File: src/verilog/ospc_pkg.sv
/*
 * Shared constants and types of the one-shot pulse channel: register
 * offsets, control field layout, reset values and the phase encoding.
 * Assumes a plain register port with 8-bit byte addresses and 32-bit data.
 */
package ospc_pkg;

   // Widths
   localparam int unsigned OSPC_AW = 8;
   localparam int unsigned OSPC_DW = 32;
   localparam int unsigned OSPC_CW = 16;

   // Register byte offsets
   localparam logic [7:0] OSPC_OFS_CTRL = 8'h00;
   localparam logic [7:0] OSPC_OFS_COUNTER = 8'h04;
   localparam logic [7:0] OSPC_OFS_PERIOD = 8'h08;
   localparam logic [7:0] OSPC_OFS_DUTY = 8'h0c;
   localparam logic [7:0] OSPC_OFS_IRQ_EN = 8'h10;
   localparam logic [7:0] OSPC_OFS_IRQ_FLAGS = 8'h14;
   localparam logic [7:0] OSPC_OFS_STATUS = 8'h18;

   // Control field positions
   localparam int unsigned OSPC_CTRL_ENABLE_POS = 0;
   localparam int unsigned OSPC_CTRL_OSM_POS = 1;
   localparam int unsigned OSPC_CTRL_TRIG_POS = 2;
   localparam int unsigned OSPC_CTRL_UD_POS = 3;
   localparam int unsigned OSPC_CTRL_CLK_POS = 5;
   localparam int unsigned OSPC_CTRL_RST_POS = 8;
   localparam int unsigned OSPC_CTRL_BITS = 8;

   // Interrupt flag positions
   localparam int unsigned OSPC_IRQ_PERIOD_POS = 0;
   localparam int unsigned OSPC_IRQ_DUTY_POS = 1;

   // Reset values
   localparam logic [15:0] OSPC_COUNTER_RST = 16'h0000;
   localparam logic [15:0] OSPC_PERIOD_RST = 16'hffff;
   localparam logic [15:0] OSPC_DUTY_RST = 16'h0000;
   localparam logic [1:0] OSPC_IRQ_RST = 2'h0;
   localparam logic [31:0] OSPC_RDATA_RST = 32'h0000_0000;

   // Control register, stored bits only (channel reset is a strobe)
   typedef struct packed {
      logic [2:0] clk_sel;
      logic [1:0] updown_count_select;
      logic one_shot_trigger_start;
      logic one_shot_enable;
      logic enable;
   } ospc_ctrl_type;

   localparam ospc_ctrl_type OSPC_CTRL_RST = '0;

   // Register port request
   typedef struct packed {
      logic [7:0] addr;
      logic [31:0] wdata;
      logic wr;
      logic rd;
   } ospc_bus_req_type;

   // Channel output group
   typedef struct packed {
      logic channel_out;
      logic pattern_engine_output;
      logic period_compare_trigger;
      logic duty_compare_trigger;
   } ospc_out_type;

   // Counting phases
   typedef enum logic [1:0] {
      OSPC_PH_IDLE,
      OSPC_PH_INITIAL,
      OSPC_PH_ACTIVE,
      OSPC_PH_CONT
   } ospc_phase_type;

endpackage

File: src/verilog/ospc_clock_enable.sv
/*
 * Counter clock enable for the pulse channel: a free running divider of
 * the module clock, with one of eight power-of-two rates selected.
 * Assumes the select field is steady while the channel runs.
 */
`timescale 1ns/1ps
`default_nettype none

module ospc_clock_enable (
   // Clock and reset
   input wire logic clk,
   input wire logic srst,
   // Rate select, divide by two to the power of sel
   input wire logic [2:0] clk_sel,
   // One-cycle enable pulse
   output logic fixed_clock_enable
);
   import ospc_pkg::*;

   logic [7:0] div_r;
   logic [7:0] div_nxt;
   logic [7:0] mask;
   logic tick_nxt;

   // Mask of the low divider bits that must all be zero for a tick
   assign mask = 8'((9'h1 << clk_sel) - 9'h1);
   assign div_nxt = div_r + 8'h01;
   assign tick_nxt = (div_r & mask) == 8'h00;

   // Divider and registered enable; the enable lags the divider by a cycle
   always_ff @(posedge clk) begin
      if (srst) begin
         div_r <= 8'h00;
         fixed_clock_enable <= 1'b0;
      end else begin
         div_r <= div_nxt;
         fixed_clock_enable <= tick_nxt;
      end
   end

endmodule

`default_nettype wire

File: src/verilog/ospc_channel.sv
/*
 * One-shot pulse channel of a timer output module in signal output PWM
 * mode, with its register port, compare units, trigger start inputs and
 * pattern engine output.
 * Assumes a single 40 MHz clock, a synchronous active-high reset, a
 * register master that never issues read and write together, and a
 * chain trigger produced by logic on the same clock.
 * The counter clock enable comes from a local divider, so the compare
 * units act only on cycles where that enable is high.
 */
// How it works
// - A counter write starts a one-shot sequence when trigger start is off.
// - After a write start the output stays inactive for period minus start.
// - At period minus one: active edge, counter cleared, counting resumes.
// - In the active pulse, duty minus one gives the inactive edge and ends.
// - Both compare units also compare and trigger in the initial phase.
// - Enabled compare triggers set their flag and raise the interrupt.
// - With trigger start, chain or capture trigger starts, counter cleared.
// - A trigger-started initial phase ends at period minus one from zero.
// - Later write-started pulses still emit the initial-phase triggers their start value reaches.
// - Duty one with trigger start: trigger in initial phase, another at the inactive edge.
`timescale 1ns/1ps
`default_nettype none

module ospc_channel (
   // Clock and reset
   input wire logic clk,
   input wire logic srst,
   // Register port
   input wire ospc_pkg::ospc_bus_req_type bus_req,
   output logic [31:0] bus_rdata,
   // Trigger start sources
   input wire logic chain_trigger_in,
   input wire logic external_capture_event,
   // Channel outputs
   output ospc_pkg::ospc_out_type chan_out,
   output logic channel_irq
);
   import ospc_pkg::*;

   // Compare match: counter equals compare value minus one, in counter width
   function automatic logic cmp_match(input logic [15:0] cnt,
                                      input logic [15:0] cmp);
      cmp_match = cnt == 16'(cmp - 16'h0001);
   endfunction

   // Register state
   ospc_ctrl_type ctrl_r;
   logic [15:0] period_compare_r;
   logic [15:0] duty_compare_r;
   logic [1:0] irq_en_r;
   logic [1:0] irq_en_nxt;
   logic [1:0] channel_irq_flags_r;
   logic [1:0] channel_irq_flags_nxt;

   // Channel state
   ospc_phase_type phase_r;
   ospc_phase_type phase_nxt;
   logic [15:0] channel_counter_r;
   logic [15:0] channel_counter_nxt;
   logic out_level_r;
   logic out_level_nxt;
   logic period_trig_nxt;
   logic duty_trig_nxt;

   // Capture event synchroniser and edge detector
   logic ext_meta_r;
   logic ext_sync_r;
   logic ext_prev_r;
   logic ext_edge;

   // Clock enable from the divider
   logic fixed_clock_enable;

   // Address decode
   logic hit_ctrl;
   logic hit_counter;
   logic hit_period;
   logic hit_duty;
   logic hit_irq_en;
   logic hit_flags;
   logic hit_status;
   logic wr_ctrl;
   logic wr_counter;
   logic chan_reset;
   logic [31:0] rdata_nxt;

   // Start and compare events
   logic start_write;
   logic start_trig;
   logic stop_now;
   logic running;
   logic period_hit;
   logic duty_hit;
   logic [1:0] trig_vec;
   logic [1:0] flag_clear;
   logic [31:0] status_word;

   ospc_clock_enable u_clock_enable (
      .clk(clk),
      .srst(srst),
      .clk_sel(ctrl_r.clk_sel),
      .fixed_clock_enable(fixed_clock_enable)
   );

   // Address decode of the register port
   // Decoding is exact on the byte address; unaligned ones hit nothing
   assign hit_ctrl = bus_req.addr == OSPC_OFS_CTRL;
   assign hit_counter = bus_req.addr == OSPC_OFS_COUNTER;
   assign hit_period = bus_req.addr == OSPC_OFS_PERIOD;
   assign hit_duty = bus_req.addr == OSPC_OFS_DUTY;
   assign hit_irq_en = bus_req.addr == OSPC_OFS_IRQ_EN;
   assign hit_flags = bus_req.addr == OSPC_OFS_IRQ_FLAGS;
   assign hit_status = bus_req.addr == OSPC_OFS_STATUS;
   assign wr_ctrl = bus_req.wr && hit_ctrl;
   assign wr_counter = bus_req.wr && hit_counter;

   // Channel reset strobe; the other bits of the same word are still stored in ctrl_r
   assign chan_reset = wr_ctrl && bus_req.wdata[OSPC_CTRL_RST_POS];

   // Writing enable low stops the channel in the cycle of the write, like
   // the reset strobe, so no edge slips out after software has disabled it
   assign stop_now = wr_ctrl && !bus_req.wdata[OSPC_CTRL_ENABLE_POS];

   // Write one to clear on the flag register
   assign flag_clear = (bus_req.wr && hit_flags) ? bus_req.wdata[1:0] :
                       2'h0;

   // Interrupt enable as it stands after this cycle's write; the interrupt
   // line follows a new mask at once rather than a cycle late
   assign irq_en_nxt = (bus_req.wr && hit_irq_en) ? bus_req.wdata[1:0] :
                       irq_en_r;

   // Read-back word of the channel state
   assign status_word = {13'h0000, out_level_r, phase_r, channel_counter_r};

   // Read data selection, unmapped addresses read as zero
   always_comb begin
      if (hit_ctrl) begin
         rdata_nxt = {24'h000000, ctrl_r};
      end else if (hit_counter) begin
         rdata_nxt = {16'h0000, channel_counter_r};
      end else if (hit_period) begin
         rdata_nxt = {16'h0000, period_compare_r};
      end else if (hit_duty) begin
         rdata_nxt = {16'h0000, duty_compare_r};
      end else if (hit_irq_en) begin
         rdata_nxt = {30'h00000000, irq_en_r};
      end else if (hit_flags) begin
         rdata_nxt = {30'h00000000, channel_irq_flags_r};
      end else if (hit_status) begin
         rdata_nxt = status_word;
      end else begin
         rdata_nxt = OSPC_RDATA_RST;
      end
   end

   // Edge of the synchronised capture input, never of the first stage
   assign ext_edge = ext_sync_r && !ext_prev_r;

   // Start conditions; the mode bits pick which source may start
   // A chain trigger is a level: held high it restarts every cycle
   assign start_write = wr_counter && ctrl_r.enable && ctrl_r.one_shot_enable
                        && !ctrl_r.one_shot_trigger_start;
   assign start_trig = ctrl_r.enable && ctrl_r.one_shot_enable &&
                       ctrl_r.one_shot_trigger_start &&
                       (chain_trigger_in || ext_edge);

   // Compare units run in every counting phase, the initial one included
   // Matching at compare minus one lets the wrap land on the period count
   assign running = phase_r != OSPC_PH_IDLE;
   assign period_hit = running && fixed_clock_enable &&
                       cmp_match(channel_counter_r, period_compare_r);
   assign duty_hit = running && fixed_clock_enable &&
                     cmp_match(channel_counter_r, duty_compare_r);

   // Next counter, phase and level of the channel
   always_comb begin
      phase_nxt = phase_r;
      channel_counter_nxt = channel_counter_r;
      out_level_nxt = out_level_r;
      period_trig_nxt = 1'b0;
      duty_trig_nxt = 1'b0;
      if (chan_reset || stop_now || !ctrl_r.enable) begin
         // Disabled or reset: stop and hold the line inactive
         phase_nxt = OSPC_PH_IDLE;
         out_level_nxt = 1'b0;
         if (chan_reset) begin
            channel_counter_nxt = OSPC_COUNTER_RST;
         end else if (wr_counter) begin
            channel_counter_nxt = bus_req.wdata[15:0];
         end
      end else if (start_write) begin
         // Fresh start from the written value; no compare history is kept,
         // so every restart behaves like the first one
         phase_nxt = OSPC_PH_INITIAL;
         channel_counter_nxt = bus_req.wdata[15:0];
         out_level_nxt = 1'b0;
      end else if (start_trig) begin
         phase_nxt = OSPC_PH_INITIAL;
         channel_counter_nxt = OSPC_COUNTER_RST;
         out_level_nxt = 1'b0;
      end else if (wr_counter) begin
         // Plain load outside a start
         channel_counter_nxt = bus_req.wdata[15:0];
      end else if (phase_r == OSPC_PH_IDLE) begin
         // Continuous mode starts as soon as one-shot is off
         if (!ctrl_r.one_shot_enable) begin
            phase_nxt = OSPC_PH_CONT;
         end
      end else if (fixed_clock_enable) begin
         // Triggers come from the same match terms in every phase, so a
         // start value past a compare point only skips that match in this
         // shot and never hides it in a later one
         period_trig_nxt = period_hit;
         duty_trig_nxt = duty_hit;
         if (period_hit) begin
            // Period wrap: counter to zero, active edge from the initial or continuous phase
            channel_counter_nxt = OSPC_COUNTER_RST;
            if (phase_r == OSPC_PH_INITIAL) begin
               phase_nxt = OSPC_PH_ACTIVE;
               out_level_nxt = 1'b1;
            end else if (phase_r == OSPC_PH_ACTIVE) begin
               // Duty beyond the period: the pulse ends at the period
               phase_nxt = OSPC_PH_IDLE;
               out_level_nxt = 1'b0;
            end else begin
               out_level_nxt = 1'b1;
            end
         end else begin
            channel_counter_nxt = 16'(channel_counter_r + 16'h0001);
         end
         if (duty_hit && phase_r == OSPC_PH_ACTIVE) begin
            // Inactive edge ends the shot; the counter stops, so a duty of
            // one cannot match again when the period comes round
            phase_nxt = OSPC_PH_IDLE;
            out_level_nxt = 1'b0;
            channel_counter_nxt = channel_counter_r;
         end else if (duty_hit && phase_r == OSPC_PH_CONT && !period_hit) begin
            out_level_nxt = 1'b0;
         end
         if (!ctrl_r.one_shot_enable && phase_r != OSPC_PH_CONT &&
             phase_nxt == OSPC_PH_IDLE) begin
            phase_nxt = OSPC_PH_CONT;
         end
      end
   end

   // Compare events as a vector in flag order
   assign trig_vec = {duty_trig_nxt, period_trig_nxt};

   // Flags: a trigger in the clearing cycle wins over the clear
   // A flag stays set until software writes a one to it
   assign channel_irq_flags_nxt = (channel_irq_flags_r & ~flag_clear) |
                                  (trig_vec & irq_en_r);

   // Register writes; compare values may change while counting and
   // take effect at the next tick, with no shadow copy
   always_ff @(posedge clk) begin
      if (srst) begin
         ctrl_r <= OSPC_CTRL_RST;
         period_compare_r <= OSPC_PERIOD_RST;
         duty_compare_r <= OSPC_DUTY_RST;
         irq_en_r <= OSPC_IRQ_RST;
      end else begin
         if (wr_ctrl) begin
            ctrl_r <= ospc_ctrl_type'(bus_req.wdata[OSPC_CTRL_BITS-1:0]);
         end
         if (bus_req.wr && hit_period) begin
            period_compare_r <= bus_req.wdata[15:0];
         end
         if (bus_req.wr && hit_duty) begin
            duty_compare_r <= bus_req.wdata[15:0];
         end
         if (bus_req.wr && hit_irq_en) begin
            irq_en_r <= bus_req.wdata[1:0];
         end
      end
   end

   // Read data stands one cycle after the read strobe only
   // Zero between reads lets several banks be ORed onto one bus
   always_ff @(posedge clk) begin
      if (srst) begin
         bus_rdata <= OSPC_RDATA_RST;
      end else begin
         bus_rdata <= bus_req.rd ? rdata_nxt : OSPC_RDATA_RST;
      end
   end

   // Two-stage synchroniser for the capture pin, then the edge history
   // The first stage may go metastable, so only the second one is read
   always_ff @(posedge clk) begin
      if (srst) begin
         ext_meta_r <= 1'b0;
         ext_sync_r <= 1'b0;
         ext_prev_r <= 1'b0;
      end else begin
         ext_meta_r <= external_capture_event;
         ext_sync_r <= ext_meta_r;
         ext_prev_r <= ext_sync_r;
      end
   end

   // Channel state registers
   // Flags sit beside the phase so set and clear resolve in one place
   always_ff @(posedge clk) begin
      if (srst) begin
         phase_r <= OSPC_PH_IDLE;
         channel_counter_r <= OSPC_COUNTER_RST;
         out_level_r <= 1'b0;
         channel_irq_flags_r <= OSPC_IRQ_RST;
      end else begin
         phase_r <= phase_nxt;
         channel_counter_r <= channel_counter_nxt;
         out_level_r <= out_level_nxt;
         channel_irq_flags_r <= channel_irq_flags_nxt;
      end
   end

   // Outputs; the pattern engine copy is dead in up/down mode
   // Next-state values are registered so each pin is a flop in step
   always_ff @(posedge clk) begin
      if (srst) begin
         chan_out <= '0;
         channel_irq <= 1'b0;
      end else begin
         chan_out.channel_out <= out_level_nxt;
         chan_out.pattern_engine_output <= out_level_nxt &&
            (ctrl_r.updown_count_select == 2'h0);
         chan_out.period_compare_trigger <= period_trig_nxt;
         chan_out.duty_compare_trigger <= duty_trig_nxt;
         channel_irq <= |(channel_irq_flags_nxt & irq_en_nxt);
      end
   end

endmodule

`default_nettype wire

File: config.mk
export PLATFORM = sky130hd
export DESIGN_NAME = ospc_channel
export DESIGN_NICKNAME = d
export VERILOG_FILES = /design/src/verilog/ospc_pkg.sv /design/src/verilog/ospc_clock_enable.sv /design/src/verilog/ospc_channel.sv
export SDC_FILE = /design/constraint.sdc
export NUM_CORES = 1
export LEC_CHECK = 0
export BUFFER_PORTS_ARGS = -buffer_cell sky130_fd_sc_hd__buf_2
export CAP_MARGIN = 15
export CELL_PAD_IN_SITES_DETAIL_PLACEMENT = 0
export CELL_PAD_IN_SITES_GLOBAL_PLACEMENT = 1
export CORE_MARGIN = 2
export CORE_UTILIZATION = 44
export CTS_BUF_LIST = sky130_fd_sc_hd__clkbuf_2
export CTS_CLUSTER_SIZE = 14
export DETAILED_ROUTE_END_ITERATION = 10
export MAX_ROUTING_LAYER = met4
export PLACE_DENSITY = 0.94
export SETUP_SLACK_MARGIN = 0.1
export SLEW_MARGIN = 30
export SYNTH_ARGS = -nofsm -noshare
export SYNTH_HDL_FRONTEND = slang
export SYNTH_SLANG_ARGS = --single-unit
File: constraint.sdc
create_clock -name clk -period 3.46 [get_ports clk]
set_input_delay 0.519 -clock clk [delete_from_list [all_inputs] [get_ports clk]]
set_output_delay 0.519 -clock clk [all_outputs]
set_load 0.02 [all_outputs]
== After elaboration in Yosys (flattened, before gate mapping) ==
Index checks and enable logic that the tools add are counted.

* Register bits: 111
* Bits of input ports: 46
* Logic and storage cells: 170

* Add/subtract/negate cells: 5
* Equal/unequal tests: 18
* Shifts and indexed selects: 1
* Mux-type cells: 59
* Bitwise gates (word level): 9
* Reduce and logical (&&, ||, !) cells: 52

{| class="wikitable"
|+ Operators by type and width
! cell !! count
|-
| 16-bit two-way mux || 16
|-
| 16-bit equality test || 2
|-
| 2-bit two-way mux || 16
|-
| 16-bit by 1-bit subtractor with 16-bit output (second input constant) || 2
|-
| 1-bit two-way mux || 26
|-
| 8-bit by 5-bit equality test with 1-bit output (second input constant) || 3
|-
| 1-bit logical AND || 24
|-
| 16-bit by 1-bit adder with 16-bit output (second input constant) || 1
|-
| 8-bit by 4-bit equality test with 1-bit output (second input constant) || 2
|-
| 8-bit logical NOT || 2
|-
| 5-bit != test (second input constant) || 2
|-
| 9-bit OR reduction || 1
|-
| 8-bit by 1-bit adder with 8-bit output (second input constant) || 1
|-
| 8-bit AND || 1
|-
| 8-bit by 3-bit equality test with 1-bit output (second input constant) || 1
|-
| 8-bit two-way mux || 1
|-
| 8-bit OR reduction || 1
|-
| 1-bit by 3-bit << shifter with 8-bit output (first input constant) || 1
|-
| 8-bit by 1-bit subtractor with 8-bit output (second input constant) || 1
|-
| 2-bit AND || 3
|-
| 1-bit logical NOT || 6
|-
| 2-bit logical NOT || 3
|-
| 3-bit AND reduction || 2
|-
| 2-bit OR reduction || 3
|-
| 16 further kinds || 23
|}

== Longest topological paths before layout ==
* Depth after elaboration: 19
* Gate-level depth with buffers: 13
* Mapped depth without buffers: 11

== Modules after synthesis ==
Synthesis repeated with hierarchy kept, for this count alone.

* Cells, all modules: 729
* Area, all modules: 5778.0 µm²

{| class="wikitable"
|+ By module, submodules not included
! module !! instances !! cells each !! area each (µm²)
|-
| ospc_channel || 1 || 679 || 5351.4
|-
| ospc_clock_enable || 1 || 50 || 426.7
|}

== Worst setup path after synthesis ==
OpenSTA, ideal clock, no wires.

* Kind: flip-flop to flip-flop
* Start point: reg period_compare_r[5]
* End point: reg channel_counter_r[15]
* Library setup time: 0.130 ns
* Arrival time: 2.929 ns
* Required time: 3.330 ns
* Slack: 0.401 ns
* Stages on the path, launching flop included: 12
* Period minus slack after synthesis: 3.059 ns
* Path through: dfxtp_1 -> clkbuf_1 -> or4_1 -> nor4_2 -> mux2i_1 -> mux2i_1 -> o21a_1 -> or3_1 -> buf_2 -> buf_2 -> a2111oi_0 -> o22ai_1

* Cells in the longest elaborated chain, start to end: 11

{| class="wikitable"
|+ Ends and longest elaborated chain
! item !! RTL line !! source
|-
| start, declared || ospc_channel.sv:49 || <nowiki>logic [15:0] period_compare_r;</nowiki>
|-
| start signal, assigned || ospc_channel.sv:270 || <nowiki>period_compare_r <= bus_req.wdata[15:0];</nowiki>
|-
| 16-bit by 1-bit subtractor with 16-bit output || ospc_channel.sv:44 || <nowiki>cmp_match = cnt == 16'(cmp - 16'h0001);</nowiki>
|-
| 16-bit equality test || ospc_channel.sv:44 ||
|-
| 1-bit logical AND || ospc_channel.sv:172 || <nowiki>assign period_hit = running && fixed_clock_enable &&</nowiki>
|-
| 16-bit two-way mux || ospc_channel.sv:217 || <nowiki>if (period_hit) begin</nowiki>
|-
| 16-bit two-way mux || ospc_channel.sv:233 || <nowiki>if (duty_hit && phase_r == OSPC_PH_ACTIVE) begin</nowiki>
|-
| 16-bit two-way mux || ospc_channel.sv:211 || <nowiki>end else if (fixed_clock_enable) begin</nowiki>
|-
| 16-bit two-way mux || ospc_channel.sv:206 || <nowiki>end else if (phase_r == OSPC_PH_IDLE) begin</nowiki>
|-
| 16-bit two-way mux || ospc_channel.sv:203 || <nowiki>end else if (wr_counter) begin</nowiki>
|-
| 16-bit two-way mux || ospc_channel.sv:199 || <nowiki>end else if (start_trig) begin</nowiki>
|-
| 16-bit two-way mux || ospc_channel.sv:193 || <nowiki>end else if (start_write) begin</nowiki>
|-
| 16-bit two-way mux || ospc_channel.sv:184 || <nowiki>if (chan_reset || stop_now || !ctrl_r.enable) begin</nowiki>
|-
| end signal, assigned || ospc_channel.sv:315 || <nowiki>channel_counter_r <= channel_counter_nxt;</nowiki>
|-
| end, declared || ospc_channel.sv:59 || <nowiki>logic [15:0] channel_counter_r;</nowiki>
|}

Every way passes these cells. The select of a mux whose other input is x is not followed.
A chain may end at the register's enable or synchronous reset.

== Final worst setup path ==
* Start point: reg period_compare_r[0]
* End point: reg channel_counter_r[12]

Same word-level chain as after synthesis.

==> metrics.md <==
| Metric | Value |
|---|---|
| Status | `complete, no violations` |
| Global-route wire length before repair | `30500 um` |
| Worst r2r dst | `channel_counter_r[12]$_SDFFE_PP0P_` |
| Core outline area | `13300 um2` |
| Unrepaired setup endpoints after global routing | `true` |
| Leak pwr | `2.64 nW` |
| VDD IR-drop max | `0.190 mV` |
| Crit. Startpoint | `period_compare_r[0]$_SDFFE_PP1P_` |
| Vias in the first global route | `5595` |
| Seq/Total Area, Yosys | `32.2%` |
| Setup TNS | `0 ns` |
| DR iter-0 viols | `853` |
| Yosys warns | `0` |
| Post-Synth Adder-Cell Area | `1.04%` |
| Post-Synth XOR/XNOR Area | `7.56%` |
| Critical path fanouts, max | `7` |
| Largest net degree at the start of global routing | `46` |
| Clk root buf | `clkbuf_2` |
| Num rows | `42` |
| DRC violations left | `0` |
| Worst setup path endpoint | `channel_counter_r[12]$_SDFFE_PP0P_` |
| CP Buf/Inv Count | `2` |
| Die width | `121 um` |
| I/O pins | `83` |
| Aggregate global-route resource usage | `27.8%` |
| Clk_lat worst skew | `0.68 ns` |
| Layout cell share with drive strength beyond 1 | `16.4%` |
| Critical Path Stages | `12` |
| Synthesized area | `6020 um2` |
| Element type at the critical path end | `flip-flop` |
| Post-synthesis mux area share | `2.33%` |
| Path depth of the worst reg2reg path | `12` |
| HP Class | `in2reg` |
| Seq cells post-synth | `97` |
| Vias | `6085` |
| Reg-to-reg critical path startpoint | `period_compare_r[0]$_SDFFE_PP1P_` |
| Total wire length | `19400 um` |
| CP startpoint kind | `flip-flop` |
| RD Place Congestion | `0.964` |
| CP Cell Sequence | `inv_1, ha_4, or4b_4, nor4_4, nand3b_1, a22oi_2, or4b_4, nor2_4, buf_12, nor4b_1, o311ai_0, a21oi_1` |
| P&R area growth vs syn | `11.8%` |
| Per-cell routed wire length | `19.2 um` |
| Worst-case clock buffer depth | `2` |
| Grt met2 use | `39.9%` |
| Post-synth EDFFs | `0` |
| Met3 usage | `6.02%` |
| Clk sink count | `97` |
| Max_slew headroom | `45.3%` |
| Final Max Slew Viols | `0` |
| Synth Flop Type | `dfxtp_1` |
| Final hold violation count | `0` |
| Arrival @ worst endpoint | `3.83 ns` |
| Final setup vio count | `0` |
| Final core utilization | `50.6%` |
| TritonRoute pass-1 iters | `6` |
| Number of routed nets with antenna violations | `0` |
| TritonCTS clock tree | `done` |
| Fillers | `1332` |
| Met1 usage | `37.9%` |
| PD cells | `291 nW/um2` |
| Worst-path clk slew | `0.29 ns` |
| Tmin final | `3.27 ns` |
| Nets@finish | `876` |
| Main combinational cell family by area after synthesis | `simple AND/OR/NAND/NOR gates` |
| MaxCap Viol Count | `0` |
| Asr flop ratio synth | `0%` |
| Syn avg cell area | `7.70 um2` |
| Crit Path Category | `reg2reg` |
| Synth cell types | `82` |
| Post-synthesis simple-gate area fraction | `30.1%` |
| DP Wirelength | `14300 um` |
| CTS Buf Count | `9` |
| Slew @ Worst Pin | `0.820 ns` |
| Initial antenna violation count | `1` |
| Most used cell, CP | `or4b_4` |
| Final Skew | `0.0323 ns` |
| DIE AREA | `14600 um2` |
| R2R setup slack | `0.19 ns` |
| Buffers on Ports | `53` |
| Vias per std cell | `6.04` |
| Die Y | `121 um` |
| H-tree Lvls | `3` |
| Period Utilization, post-route | `94.6%` |
| Critical path's top delay family | `simple AND/OR/NAND/NOR gates` |
| Slowest stage delay, CP | `0.51 ns` |
| GRT busiest layer | `met2` |
| Total gr overflow | `0` |
| Initial Util | `45.3%` |
| Compound-Gate Fraction of Synth Area | `19.8%` |
| CP max-delay cell | `or4b_4` |
| CP required | `4.02 ns` |
| Hold Path Depth | `2` |
| FMAX | `0.306 GHz` |
| Cells after Synth | `782` |
placed cells by master, fill, tap and decap left out, drive strengths merged, types with 8 or more instances in the layout:
master / count
or3: 10
clkbuf: 9
o211ai: 8
a222oi: 8
nand4: 9
nand2: 96
xnor2: 28
and2: 8
buf: 94
inv: 21
nor2b: 10
or4: 9
nand3: 53
nor4: 18
a21oi: 51
o21a: 9
conb: 13
nor3: 29
o21ai: 22
xor2: 24
dfxtp: 97
mux2i: 14
a22oi: 9
and3: 10
nor2: 71
cell usage after synthesis (all sizes together), types with 5 or more instances:
cell type | n | share of area [%]
inv | 18 | 1.1
nor2 | 71 | 4.5
o31ai | 5 | 0.79
and3 | 10 | 1.0
nor4 | 18 | 2.5
or4 | 9 | 1.2
nor2b | 10 | 1.0
mux2i | 14 | 2.3
a211oi | 5 | 0.62
o22ai | 5 | 0.52
buf | 27 | 2.9
or3 | 10 | 1.0
nand4 | 9 | 0.93
and2 | 8 | 0.83
nor3 | 29 | 2.5
clkbuf | 47 | 2.9
xnor2 | 28 | 4.1
nand2 | 96 | 6.0
a222oi | 8 | 1.3
ha | 5 | 1.0
nand3 | 53 | 4.4
o211ai | 8 | 1.0
or2 | 5 | 0.52
a21oi | 51 | 4.3
a22oi | 9 | 1.2
dfxtp | 97 | 32
o21ai | 22 | 1.8
o21a | 9 | 1.1
xor2 | 24 | 3.5
how the worst min path moves through the flow:
stage | from | slack [ns] | endpoint
floorplan | ext_meta_r$_SDFF_PP0_ | 0.41 | ext_sync_r$_SDFF_PP0_
global placement | ext_meta_r$_SDFF_PP0_ | 0.42 | ext_sync_r$_SDFF_PP0_
detailed placement | ext_meta_r$_SDFF_PP0_ | 0.44 | ext_sync_r$_SDFF_PP0_
CTS | external_capture_event | 0.009 | ext_meta_r$_SDFF_PP0_
global route | external_capture_event | 0.009 | ext_meta_r$_SDFF_PP0_
finish | external_capture_event | 0.03 | ext_meta_r$_SDFF_PP0_
flip-flops by register name (all words and copies together) (netlist names):
name                               flops
channel_irq_flags_r                    2
u_clock_enable.fixed_clock_enable      1
bus_rdata                             19
ext_meta_r                             1
irq_en_r                               2
ext_sync_r                             1
chan_out                               4
ctrl_r                                 8
ext_prev_r                             1
u_clock_enable.div_r                   7
phase_r                                2
channel_counter_r                     16
duty_compare_r                        16
period_compare_r                      16
channel_irq                            1
layer usage:
metal  part of all wire, %  vias to the layer above  wire length (um)
met3                    10                       65              2020
met5                     0                        -                 0
li1                      -                     2884                 -
met2                    43                      323              8330
met1                    42                     2813              8220
met4                   4.1                        0               802
where the power goes:
| group | switching, mW | total [mW] | internal [mW] |
|---|---|---|---|
| logic | 0.0928 | 0.131 | 0.0380 |
| registers | 0.00751 | 1.14 | 1.13 |
| clock network | 0.440 | 0.690 | 0.250 |
| total | 0.540 | 1.96 | 1.42 |
kinds of logic (layout without fill, tap and decap cells):
kind of cell / count (synthesis) / in the layout
buffers and inverters: 92 / 128
DFF: 97 / 97
muxes: 14 / 14
AOI/OAI and AO/OA: 169 / 169
and+or+nand+nor: 352 / 352
xor gates and xnor gates: 52 / 52
adders and majority gates: 5 / 5
other: 1 / 14
metrics by stage:
stage,power (mW),setup slack (ns),area [um2],cells,hold slack (ns)
after global routing,2.03,0.0710,6730,1007,0.00941
after detailed placement,1.28,0.127,6520,989,0.438
after global placement,1.28,0.220,6520,989,0.423
final,1.96,0.187,6730,1007,0.0313
after CTS,1.96,0.113,6670,1005,0.00946
after floorplan,1.24,0.401,6070,794,0.414
cell type report:
type	count	area [um2]	area share, %
multi-input combinational	605	3760	55.9
sequential	97	1950	28.9
timing repair buffer	94	586	8.70
tap	176	220	3.27
clock inverter	7	101	1.51
inverter	18	67.6	1.00
clock buffer	9	45.0	0.669
antenna	1	2.50	0.0372
timing repair:
item | 4_1_cts | 5_1_grt
resized for setup | 2 | 9
hold buffers | 0 | 0
pin swaps | 0 | 4
setup buffers | 0 | 1
endpoints found under the setup margin | 2 | 10
Power figures use the tool's default switching activity.
